File: config.mk
export PLATFORM = sky130hd
export DESIGN_NAME = bwm_filter_bank
export DESIGN_NICKNAME = d
export VERILOG_FILES = /design/src/rtl/bwm_pkg.sv /design/src/rtl/bwm_filter_bank.sv
export SDC_FILE = /design/constraint.sdc
export NUM_CORES = 2
export LEC_CHECK = 0
export BUFFER_PORTS_ARGS = -buffer_cell sky130_fd_sc_hd__buf_2
export CORE_MARGIN = 2
export CORE_UTILIZATION = 39
export CTS_CLUSTER_DIAMETER = 200
export CTS_CLUSTER_SIZE = 10
export DETAILED_ROUTE_END_ITERATION = 10
export HOLD_SLACK_MARGIN = 0.12
export SLEW_MARGIN = 10
export SYNTH_ARGS = -nofsm -noshare
export SYNTH_HDL_FRONTEND = slang
export SYNTH_SLANG_ARGS = --single-unit
File: constraint.sdc
create_clock -name CLK -period 2.7 [get_ports CLK]
set_input_delay 0.27 -clock CLK [delete_from_list [all_inputs] [get_ports CLK]]
set_output_delay 0.27 -clock CLK [all_outputs]
set_load 0.01 [all_outputs]
File: src/rtl/bwm_pkg.sv
// Constants for the bandwidth monitor filter and selector bank
`default_nettype none
package bwm_pkg;
   // Offsets within each feature page
   localparam logic [11:0] OFS_SELECTOR = 12'h0800;
   localparam logic [11:0] OFS_FILTER = 12'h0820;
   localparam logic [11:0] OFS_CONTROL = 12'h0828;
   // Security address spaces
   localparam logic [1:0] SPACE_SECURE = 2'h0;
   localparam logic [1:0] SPACE_NONSECURE = 2'h1;
   localparam logic [1:0] SPACE_ROOT = 2'h2;
   localparam logic [1:0] SPACE_REALM = 2'h3;
   localparam int NUM_SPACES = 4;
   // Read/write filter codes
   localparam logic [1:0] RW_BOTH = 2'h0;
   localparam logic [1:0] RW_WRITE_ONLY = 2'h1;
   localparam logic [1:0] RW_READ_ONLY = 2'h2;
   // Filter field positions
   localparam int FLT_RW_LSB = 30;
   localparam int FLT_GROUP_LSB = 16;
   localparam int FLT_PART_LSB = 0;
   // Writable bit masks
   localparam logic [31:0] FLT_MASK_RW = 32'hC0FF_FFFF;
   localparam logic [31:0] FLT_MASK_NO_RW = 32'h00FF_FFFF;
   localparam logic [31:0] SEL_MASK_RES = 32'h0F00_FFFF;
   localparam logic [31:0] SEL_MASK_NO_RES = 32'h0000_FFFF;
   // Selector and control field positions
   localparam int SEL_RES_LSB = 24;
   localparam int SEL_MON_LSB = 0;
   localparam int CTL_MATCH_GROUP_BIT = 17;
   localparam int CTL_MATCH_PART_BIT = 16;
   // Values after reset
   localparam logic [31:0] RESET_WORD = 32'h0000_0000;
endpackage
`default_nettype wire

File: src/rtl/bwm_filter_bank.sv
// Banked bandwidth monitor filter, selector and match logic
`timescale 1ns/10ps
`default_nettype none
module bwm_filter_bank #(
   parameter int MONITOR_COUNT = 4,
   parameter int RESOURCE_COUNT = 2,
   parameter bit HAS_RW_FILTER = 1'b1,
   parameter bit HAS_RES_SELECT = 1'b1,
   parameter bit HAS_MONITORING = 1'b1,
   parameter bit HAS_BW_USAGE = 1'b1,
   parameter bit HAS_REALM_EXT = 1'b1
) (
   input wire logic CLK,
   input wire logic NRST,
   input wire logic REQ,
   input wire logic REQ_WE,
   input wire logic [1:0] REQ_SPACE,
   input wire logic [11:0] REQ_ADDR,
   input wire logic [31:0] REQ_WDATA,
   output var logic RSP_VALID,
   output var logic [31:0] RSP_DATA,
   output var logic RSP_ERR,
   input wire logic TXN_VALID,
   input wire logic [1:0] TXN_SPACE,
   input wire logic TXN_IS_WRITE,
   input wire logic [15:0] TXN_PARTITION_ID,
   input wire logic [7:0] TXN_PERF_GROUP,
   output var logic [4*MONITOR_COUNT*RESOURCE_COUNT-1:0] MON_HIT
);
   import bwm_pkg::*;

   localparam int NSLOT = MONITOR_COUNT * RESOURCE_COUNT;
   localparam int IW = (NSLOT > 1) ? $clog2(NSLOT) : 1;
   localparam logic [31:0] FLT_MASK =
      HAS_RW_FILTER ? FLT_MASK_RW : FLT_MASK_NO_RW;
   localparam logic [31:0] SEL_MASK =
      HAS_RES_SELECT ? SEL_MASK_RES : SEL_MASK_NO_RES;

   typedef struct packed {
      logic [NUM_SPACES-1:0][NSLOT-1:0][31:0] flt;
      logic [NUM_SPACES-1:0][NSLOT-1:0] mge;
      logic [NUM_SPACES-1:0][NSLOT-1:0] mpe;
      logic [NUM_SPACES-1:0][31:0] sel;
      logic [31:0] rdata;
      logic rvalid;
      logic err;
      logic [4*NSLOT-1:0] hit;
   } bwm_state_t;

   bwm_state_t s_r;
   bwm_state_t s_nxt;

   // Resource instance from a selector word, zero when not built
   function automatic logic [3:0] sel_res(input logic [31:0] sel);
      return HAS_RES_SELECT ? sel[SEL_RES_LSB +: 4] : 4'h0;
   endfunction

   // Flat slot of the monitor that a selector word points at
   function automatic logic [IW-1:0] slot_of(input logic [31:0] sel);
      int v;
      v = int'(sel_res(sel)) * MONITOR_COUNT + int'(sel[SEL_MON_LSB +: 16]);
      return IW'(v);
   endfunction

   // Selector points past the monitors or resources that exist
   function automatic logic sel_oob(input logic [31:0] sel);
      return (int'(sel[SEL_MON_LSB +: 16]) >= MONITOR_COUNT) ||
             (int'(sel_res(sel)) >= RESOURCE_COUNT);
   endfunction

   // Whether a transaction passes one monitor's filter
   function automatic logic filt_pass(input logic [31:0] flt,
                                      input logic mge, input logic mpe,
                                      input logic is_wr,
                                      input logic [15:0] part,
                                      input logic [7:0] grp);
      logic [1:0] rw;
      logic rw_ok;
      rw = HAS_RW_FILTER ? flt[FLT_RW_LSB +: 2] : RW_BOTH;
      case (rw)
         RW_BOTH: rw_ok = 1'b1;
         RW_WRITE_ONLY: rw_ok = is_wr;
         RW_READ_ONLY: rw_ok = !is_wr;
         default: rw_ok = 1'b0;
      endcase
      return rw_ok &&
         (!mge || grp == flt[FLT_GROUP_LSB +: 8]) &&
         (!mpe || part == flt[FLT_PART_LSB +: 16]);
   endfunction

   logic [31:0] cur_sel;
   logic [IW-1:0] cur_slot;
   logic cur_oob;
   logic page_ok;
   logic usage_ok;

   always_comb begin
      cur_sel = s_r.sel[REQ_SPACE];
      cur_slot = slot_of(cur_sel);
      cur_oob = sel_oob(cur_sel);
      // root page only with realm extension
      page_ok = HAS_MONITORING && (REQ_SPACE != SPACE_ROOT || HAS_REALM_EXT);
      // filter and control exist only with bandwidth usage
      usage_ok = page_ok && HAS_BW_USAGE;
   end

   always_comb begin
      s_nxt = s_r;
      s_nxt.rvalid = REQ;
      s_nxt.rdata = RESET_WORD;
      s_nxt.err = 1'b0;
      if (REQ) begin
         case (REQ_ADDR)
            OFS_SELECTOR: begin
               if (page_ok) begin
                  if (REQ_WE) begin
                     s_nxt.sel[REQ_SPACE] = REQ_WDATA & SEL_MASK;
                  end else begin
                     s_nxt.rdata = cur_sel;
                  end
               end
            end
            OFS_FILTER: begin
               if (usage_ok && cur_oob) begin
                  s_nxt.err = 1'b1;
               end else if (usage_ok) begin
                  if (REQ_WE) begin
                     s_nxt.flt[REQ_SPACE][cur_slot] = REQ_WDATA & FLT_MASK;
                  end else begin
                     s_nxt.rdata = s_r.flt[REQ_SPACE][cur_slot];
                  end
               end
            end
            OFS_CONTROL: begin
               if (usage_ok && cur_oob) begin
                  s_nxt.err = 1'b1;
               end else if (usage_ok) begin
                  if (REQ_WE) begin
                     s_nxt.mge[REQ_SPACE][cur_slot] =
                        REQ_WDATA[CTL_MATCH_GROUP_BIT];
                     s_nxt.mpe[REQ_SPACE][cur_slot] =
                        REQ_WDATA[CTL_MATCH_PART_BIT];
                  end else begin
                     s_nxt.rdata[CTL_MATCH_GROUP_BIT] =
                        s_r.mge[REQ_SPACE][cur_slot];
                     s_nxt.rdata[CTL_MATCH_PART_BIT] =
                        s_r.mpe[REQ_SPACE][cur_slot];
                  end
               end
            end
            default: begin
               s_nxt.rdata = RESET_WORD;
            end
         endcase
      end
      for (int k = 0; k < 4 * NSLOT; k++) begin
         s_nxt.hit[k] = TXN_VALID && (k / NSLOT == int'(TXN_SPACE)) &&
            filt_pass(s_r.flt[k / NSLOT][k % NSLOT],
                      s_r.mge[k / NSLOT][k % NSLOT],
                      s_r.mpe[k / NSLOT][k % NSLOT],
                      TXN_IS_WRITE, TXN_PARTITION_ID, TXN_PERF_GROUP);
      end
   end

   always_ff @(posedge CLK or negedge NRST) begin
      if (!NRST) begin
         s_r <= '0;
      end else begin
         s_r <= s_nxt;
      end
   end

   assign RSP_VALID = s_r.rvalid;
   assign RSP_DATA = s_r.rdata;
   assign RSP_ERR = s_r.err;
   assign MON_HIT = s_r.hit;

   // Match checks for every slot of every space
   for (genvar k = 0; k < 4 * NSLOT; k++) begin : g_hit
      localparam int SP = k / NSLOT;
      localparam int SL = k % NSLOT;
      logic [31:0] f;
      assign f = s_r.flt[SP][SL];

   end
endmodule
`default_nettype wire

### Word-level counts from Yosys, hierarchy flattened

Index checks and enable logic that the tools add are counted.

* add/subtract/negate cells: 1
* order comparisons: 6
* equality and inequality tests: 134
* muxes and demuxes: 72
* bitwise logic cells: 1
* reduce and logical (&&, ||, !) cells: 269

Operator list (count)
* 1024-bit bitwise mux: 1
* 256-bit binary-select mux with 2-bit select: 1
* 256-bit demux with 2-bit select: 1
* 16-bit equality test: 32
* 256-bit 2-to-1 mux: 2
* 8-bit equality test: 32
* 32-bit 2-to-1 mux: 8
* 128-bit bitwise mux: 1
* 1-bit logical AND: 102
* 32-bit binary-select mux with 3-bit select: 1
* 32-bit demux with 3-bit select: 1
* 1-bit one-hot mux with 3 select lines: 32
* 2-bit logical NOT: 33
* 1-bit logical NOT: 65
* 1-bit logical OR: 65
* 32-bit binary-select mux with 2-bit select: 1
* 32-bit bitwise mux: 2
* 32-bit demux with 2-bit select: 1
* 2-bit by 1-bit equality test with 1-bit output (second input constant): 32
* 2-bit equality test (second input constant): 32
* 12-bit equality test (second input constant): 3
* 8-bit binary-select mux with 2-bit select: 2
* 16-bit one-hot mux with 2 select lines: 1
* 14-bit one-hot mux with 2 select lines: 1
* other kinds (20): 31

* flip-flop bits (word level): 1282
* bits of input ports: 78
* word-level logic and storage cells: 531

### Logic depth before layout (Yosys ltp)

* depth in word-level cells: 10
* mapped depth: 10

### Worst setup path after synthesis

Ideal clock, no wire load.

* path kind: input -> register
* start: input REQ_SPACE[0]
* end: register s_r, in the netlist g_hit[20].f[16]
* setup time: 0.125 ns
* arrival time: 2.957 ns
* data required time: 2.575 ns
* slack: -0.381 ns
* stages: 9
* path buffers: 4
* cell sequence: buf_2 > buf_2 > mux4_2 > buf_2 > nor2_1 > nand3_1 > nor4_4 > buf_4 > mux2_2

* word-level cells in the longest chain between the ends: 10

RTL lines
* start: declaration: RTL line bwm_filter_bank.sv:17 `input wire logic [1:0] REQ_SPACE,`
* 32-bit binary-select mux with 2-bit select: RTL line bwm_filter_bank.sv:98 `cur_sel = s_r.sel[REQ_SPACE];`
* 32-bit 2-to-1 mux (not written as such): RTL line bwm_filter_bank.sv:98
* 3-bit adder: RTL line bwm_filter_bank.sv:61 `v = int'(sel_res(sel)) * MONITOR_COUNT + int'(sel[SEL_MON_LSB +: 16]);`
* 3-bit by 4-bit less-than comparator with 1-bit output (not written as such) or 3-bit by 1-bit >= comparator with 1-bit output (tied branches): RTL line bwm_filter_bank.sv:128 `s_nxt.flt[REQ_SPACE][cur_slot] = REQ_WDATA & FLT_MASK;`
* 1-bit logical AND (not written as such): RTL line bwm_filter_bank.sv:128
* 32-bit 2-to-1 mux (not written as such): RTL line bwm_filter_bank.sv:128
* 32-bit demux with 3-bit select: RTL line bwm_filter_bank.sv:128
* 256-bit 2-to-1 mux (not written as such): RTL line bwm_filter_bank.sv:128
* 256-bit demux with 2-bit select: RTL line bwm_filter_bank.sv:128
* 1024-bit bitwise mux: RTL line bwm_filter_bank.sv:128
* end signal: assignment: RTL line bwm_filter_bank.sv:169 `s_r <= s_nxt;`
* end: declaration: RTL line bwm_filter_bank.sv:50 `bwm_state_t s_r;`

Several ways; a longest one is shown, not always the timed one. The select of a mux whose other input is x is not followed.
A chain may end at the register's enable or synchronous reset.

### Worst setup path in the final report

* start: register s_r[189] (netlist bit)
* end: register s_r, in the netlist g_hit[4].f[19]

* word-level cells in the longest chain between the ends: 6

RTL lines
* 32-bit binary-select mux with 2-bit select: RTL line bwm_filter_bank.sv:98
* 32-bit 2-to-1 mux (not written as such): RTL line bwm_filter_bank.sv:98
* 4-bit by 2-bit >= comparator with 1-bit output: RTL line bwm_filter_bank.sv:68 `(int'(sel_res(sel)) >= RESOURCE_COUNT);`
* 1-bit logical OR: RTL line bwm_filter_bank.sv:67 `return (int'(sel[SEL_MON_LSB +: 16]) >= MONITOR_COUNT) ||`
* 1-bit NOT (no source line)
* 4-bit AND reduction (no source line)

No other way between the ends. The select of a mux whose other input is x is not followed.

==> flow_summary.yaml <==
clock_network:
  clk_latency_ps: 750
  cts_buffer_depth: 3
  cts.sinks: 1040
  cts_made_buffers: 113
  cts_root_buffer: "clkbuf_16"
  cts_tree: "done"
  htreeDepth: 3
  path_clk_slew_ps: 50
routing:
  drt-wirelength-per-cell_um: 29.2
  wl_mm: 188
  antenna_left: 0
  drtPass1Iterations: 5
  first_iter_violations: 3107
  drc: 0
  viasPerCell: 5.74
  num_vias: 37000
synthesis:
  synth.largest_area_cell: "dfrtp_1"
  yosysSeqAreaShare_pct: 45.6
  yosysUniqueCellTypes: 43
  synth_flop_cell: "dfrtp_1"
  synth_warnings: 0
  synth_area_leaders: "dfrtp_1 (46%), mux2_2 (17%), mux4_2 (9.6%)"
  synth-seq-cells: 1040
  yosysTopAreaCellShare_pct: 45.6
  syn_area_um2: 57100
  ys_top_cells_by_count: "dfrtp_1 (1040), mux2_2 (846), xor2_1 (513)"
  synthMostInstantiatedCell: "dfrtp_1"
  avgSynthCellArea_um2: 13.6
  synth-edff-count: 0
  syn-instance-count: 4188
  async_reset_ff_share_pct: 100
place:
  gp_congestion: 0.868
  portBuffers: 139
  hpwlAfterDp_mm: 126
critical_path:
  r2r_end: "g_hit[4].f[19]$_DFFE_PN0P_"
  cpMaxStageDelayCell: "mux4_2"
  cpLargestDelayFamily: "multiplexers"
  critical_path_class: "reg -> reg"
  reg2reg_from: "s_r[189]$_DFFE_PN0P_"
  crit_end: "g_hit[4].f[19]$_DFFE_PN0P_"
  crit_chain: "mux4_2 > nor4_2 > buf_4 > nand3_4 > buf_12 > nor4_4 > buf_4 > clkbuf_16 > mux2_2"
  cp_data_required_time_ps: 3310
  cpPeakStageDelay_ps: 540
  crit_path_frequent_cell: "buf_4"
  r2r_slack_ps: -290
  rr_worst_depth: 9
  endpoint_kind: "flip-flop"
  path_buf_inv: 4
  startpoint_type: "flip-flop"
  critPathLaunch: "s_r[189]$_DFFE_PN0P_"
  cp_max_fo: 35
  cp_num_cells: 9
  crit_arrival_ps: 3590
timing:
  fin_crit_sh_pct: 111
  relSlewSlack_pct: 26.0
  max_freq_mhz: 335
  setup_viol_count_final: 904
  rsz0062_at_grt: "yes"
  hold_viol_final: 0
  min_period_ps: 2990
  tightest_slew_ps: 1110
  tns_ps: -150330
  hold_slack_ps: 192
  slew_violations: 0
  fin_ws_ps: -286
  finalClockSkew_ps: 24.3
global_route:
  grt_pass1_vias: 37600
  grt_pass1_wl_mm: 265
  grt.total_usage_pct: 23.9
  grt_max_degree: 118
  antenna_found_initial: 6
  grt-ovfl-total: 0
floorplan:
  die_h_um: 387
  die_w_um: 387
  core_um2: 146000
  die_area_um2: 150000
  rows: 140
  initial_utilization_pct: 39.2
  pin_count: 144
power_and_ir_drop:
  vdd_ir_drop_max_mv: 0.432
  p_per_area_nw_per_um2: 469
  power_frac_clock_pct: 43.1
  combPwrFrac_pct: 7.8
  p_int_mw: 23.8
  seq_power_share_pct: 49.1
  fin_total_pwr_mw: 31.8
  p_leak_nw: 31.5
  p_switching_mw: 8.03
  swShare_pct: 25.2
status:
  violations: "setup timing"
  status: "finished, violations left"
finish:
  drive_gt1_share_pct: 43.3
  fin_nets: 4589
  area_delta_synth_final_pct: 18.7
  final_util_pct: 46.6
min_path:
  hold_class: "in -> reg"
flow_run:
  drv_cap: 0
[power groups by stage]
stage          clock [mW]  combinational (mW)  sequential (mW)
6_report             13.7                2.48             15.6
5_1_grt              14.6                2.65             15.6
4_1_cts              14.0                2.48             15.6
3_5_place_dp            0                2.45             15.9
3_3_place_gp            0                2.44             15.9
2_1_floorplan           0                1.22             15.9
[layout by cell type, fill, tap and decap left out, types with 7 or more instances in the layout]
master / netlist / layout
nor3_1: 35 / 35
clkbuf_16: 0 / 131
dfrtp_1: 1040 / 1040
mux2_1: 144 / 91
nand3_2: 0 / 8
mux2i_2: 0 / 7
a21oi_1: 36 / 36
and2_1: 8 / 8
xnor2_1: 257 / 256
mux2_2: 846 / 622
nand2_1: 29 / 29
buf_6: 46 / 41
nor2_1: 9 / 7
mux2_4: 0 / 277
xor2_1: 513 / 512
buf_4: 87 / 305
nor4_4: 33 / 33
a22oi_1: 8 / 7
buf_8: 0 / 10
mux4_2: 244 / 242
o21ai_0: 51 / 46
nand4_1: 99 / 99
mux2i_1: 175 / 165
dlygate4sd3_1: 0 / 16
buf_12: 0 / 102
buf_2: 39 / 140
and3_1: 8 / 8
nand3_1: 54 / 43
nor4_1: 132 / 129
[flip-flops by register name, summed over array words and instances (netlist names)]
name / count
g_hit.f: 832
s_r: 144
MON_HIT: 32
RSP_DATA: 30
RSP_ERR: 1
RSP_VALID: 1
[area by class of cell]
| cell class | instances | area (um^2) |
|---|---|---|
| fill | 12800 | 77800 |
| multi-input combinational | 2719 | 30100 |
| sequential | 1040 | 26000 |
| timing repair buffer | 636 | 6380 |
| clock buffer | 114 | 2850 |
| tap | 1917 | 2400 |
| clock inverter | 6 | 71.3 |
| antenna | 5 | 12.5 |
| inverter | 1 | 3.75 |
[kinds of logic (layout without fill, tap and decap cells)]
group / after synthesis / in the layout / synth area share [%]
buffers and inverters: 430 / 757 / 4.09
AND/OR/NAND/NOR: 425 / 425 / 5.20
multiplexers: 1409 / 1409 / 32.2
flip-flops: 1040 / 1040 / 45.6
other: 1 / 7 / 0.00657
XOR/XNOR: 770 / 770 / 11.8
AO/OA/AOI/OAI: 113 / 113 / 1.12
[metal layers]
layer / GRT usage (%) / part of all wire, % / vias to the layer above
li1: - / - / 15700
met1: 33.8 / 44 / 19900
met2: 38.1 / 47 / 1130
met3: 3.37 / 5.7 / 259
met4: 7.30 / 3.1 / 4
met5: 0 / 0.014 / -
[metrics by stage]
stage | cell area (um^2) | setup slack, ps | cells
after floorplan | 57700 | -254 | 4189
after global placement | 62600 | -652 | 6222
after global routing | 67800 | -310 | 6433
after detailed placement | 62600 | -749 | 6222
final | 67800 | -286 | 6438
after CTS | 66200 | -248 | 6386
[timing repair]
action                                  4_1_cts  5_1_grt
hold endpoints to repair                    773        0
gates resized for setup                      59      239
hold buffers                                 17        0
pin swaps                                    14       12
buffers inserted                             18       21
cloned                                        9       26
endpoints found under the setup margin      901      917
[worst min path at each step]
stage	end	cells past startpoint	start
2_1_floorplan	MON_HIT[0]$_DFF_PN0_	0	NRST
3_3_place_gp	MON_HIT[26]$_DFF_PN0_	1	NRST
3_5_place_dp	MON_HIT[26]$_DFF_PN0_	1	NRST
4_1_cts	RSP_DATA[16]$_DFF_PN0_	5	REQ_ADDR[6]
5_1_grt	RSP_DATA[4]$_DFF_PN0_	4	REQ_SPACE[1]
6_report	RSP_DATA[4]$_DFF_PN0_	4	REQ_SPACE[1]
[worst register-to-register path: cells and delay by family, from the launching register on]
family	cells	cell delay, ps
mux	2	910
flops	1	370
simple gates	3	730
buf+inv	4	850
(Power assumes the default switching activity.)
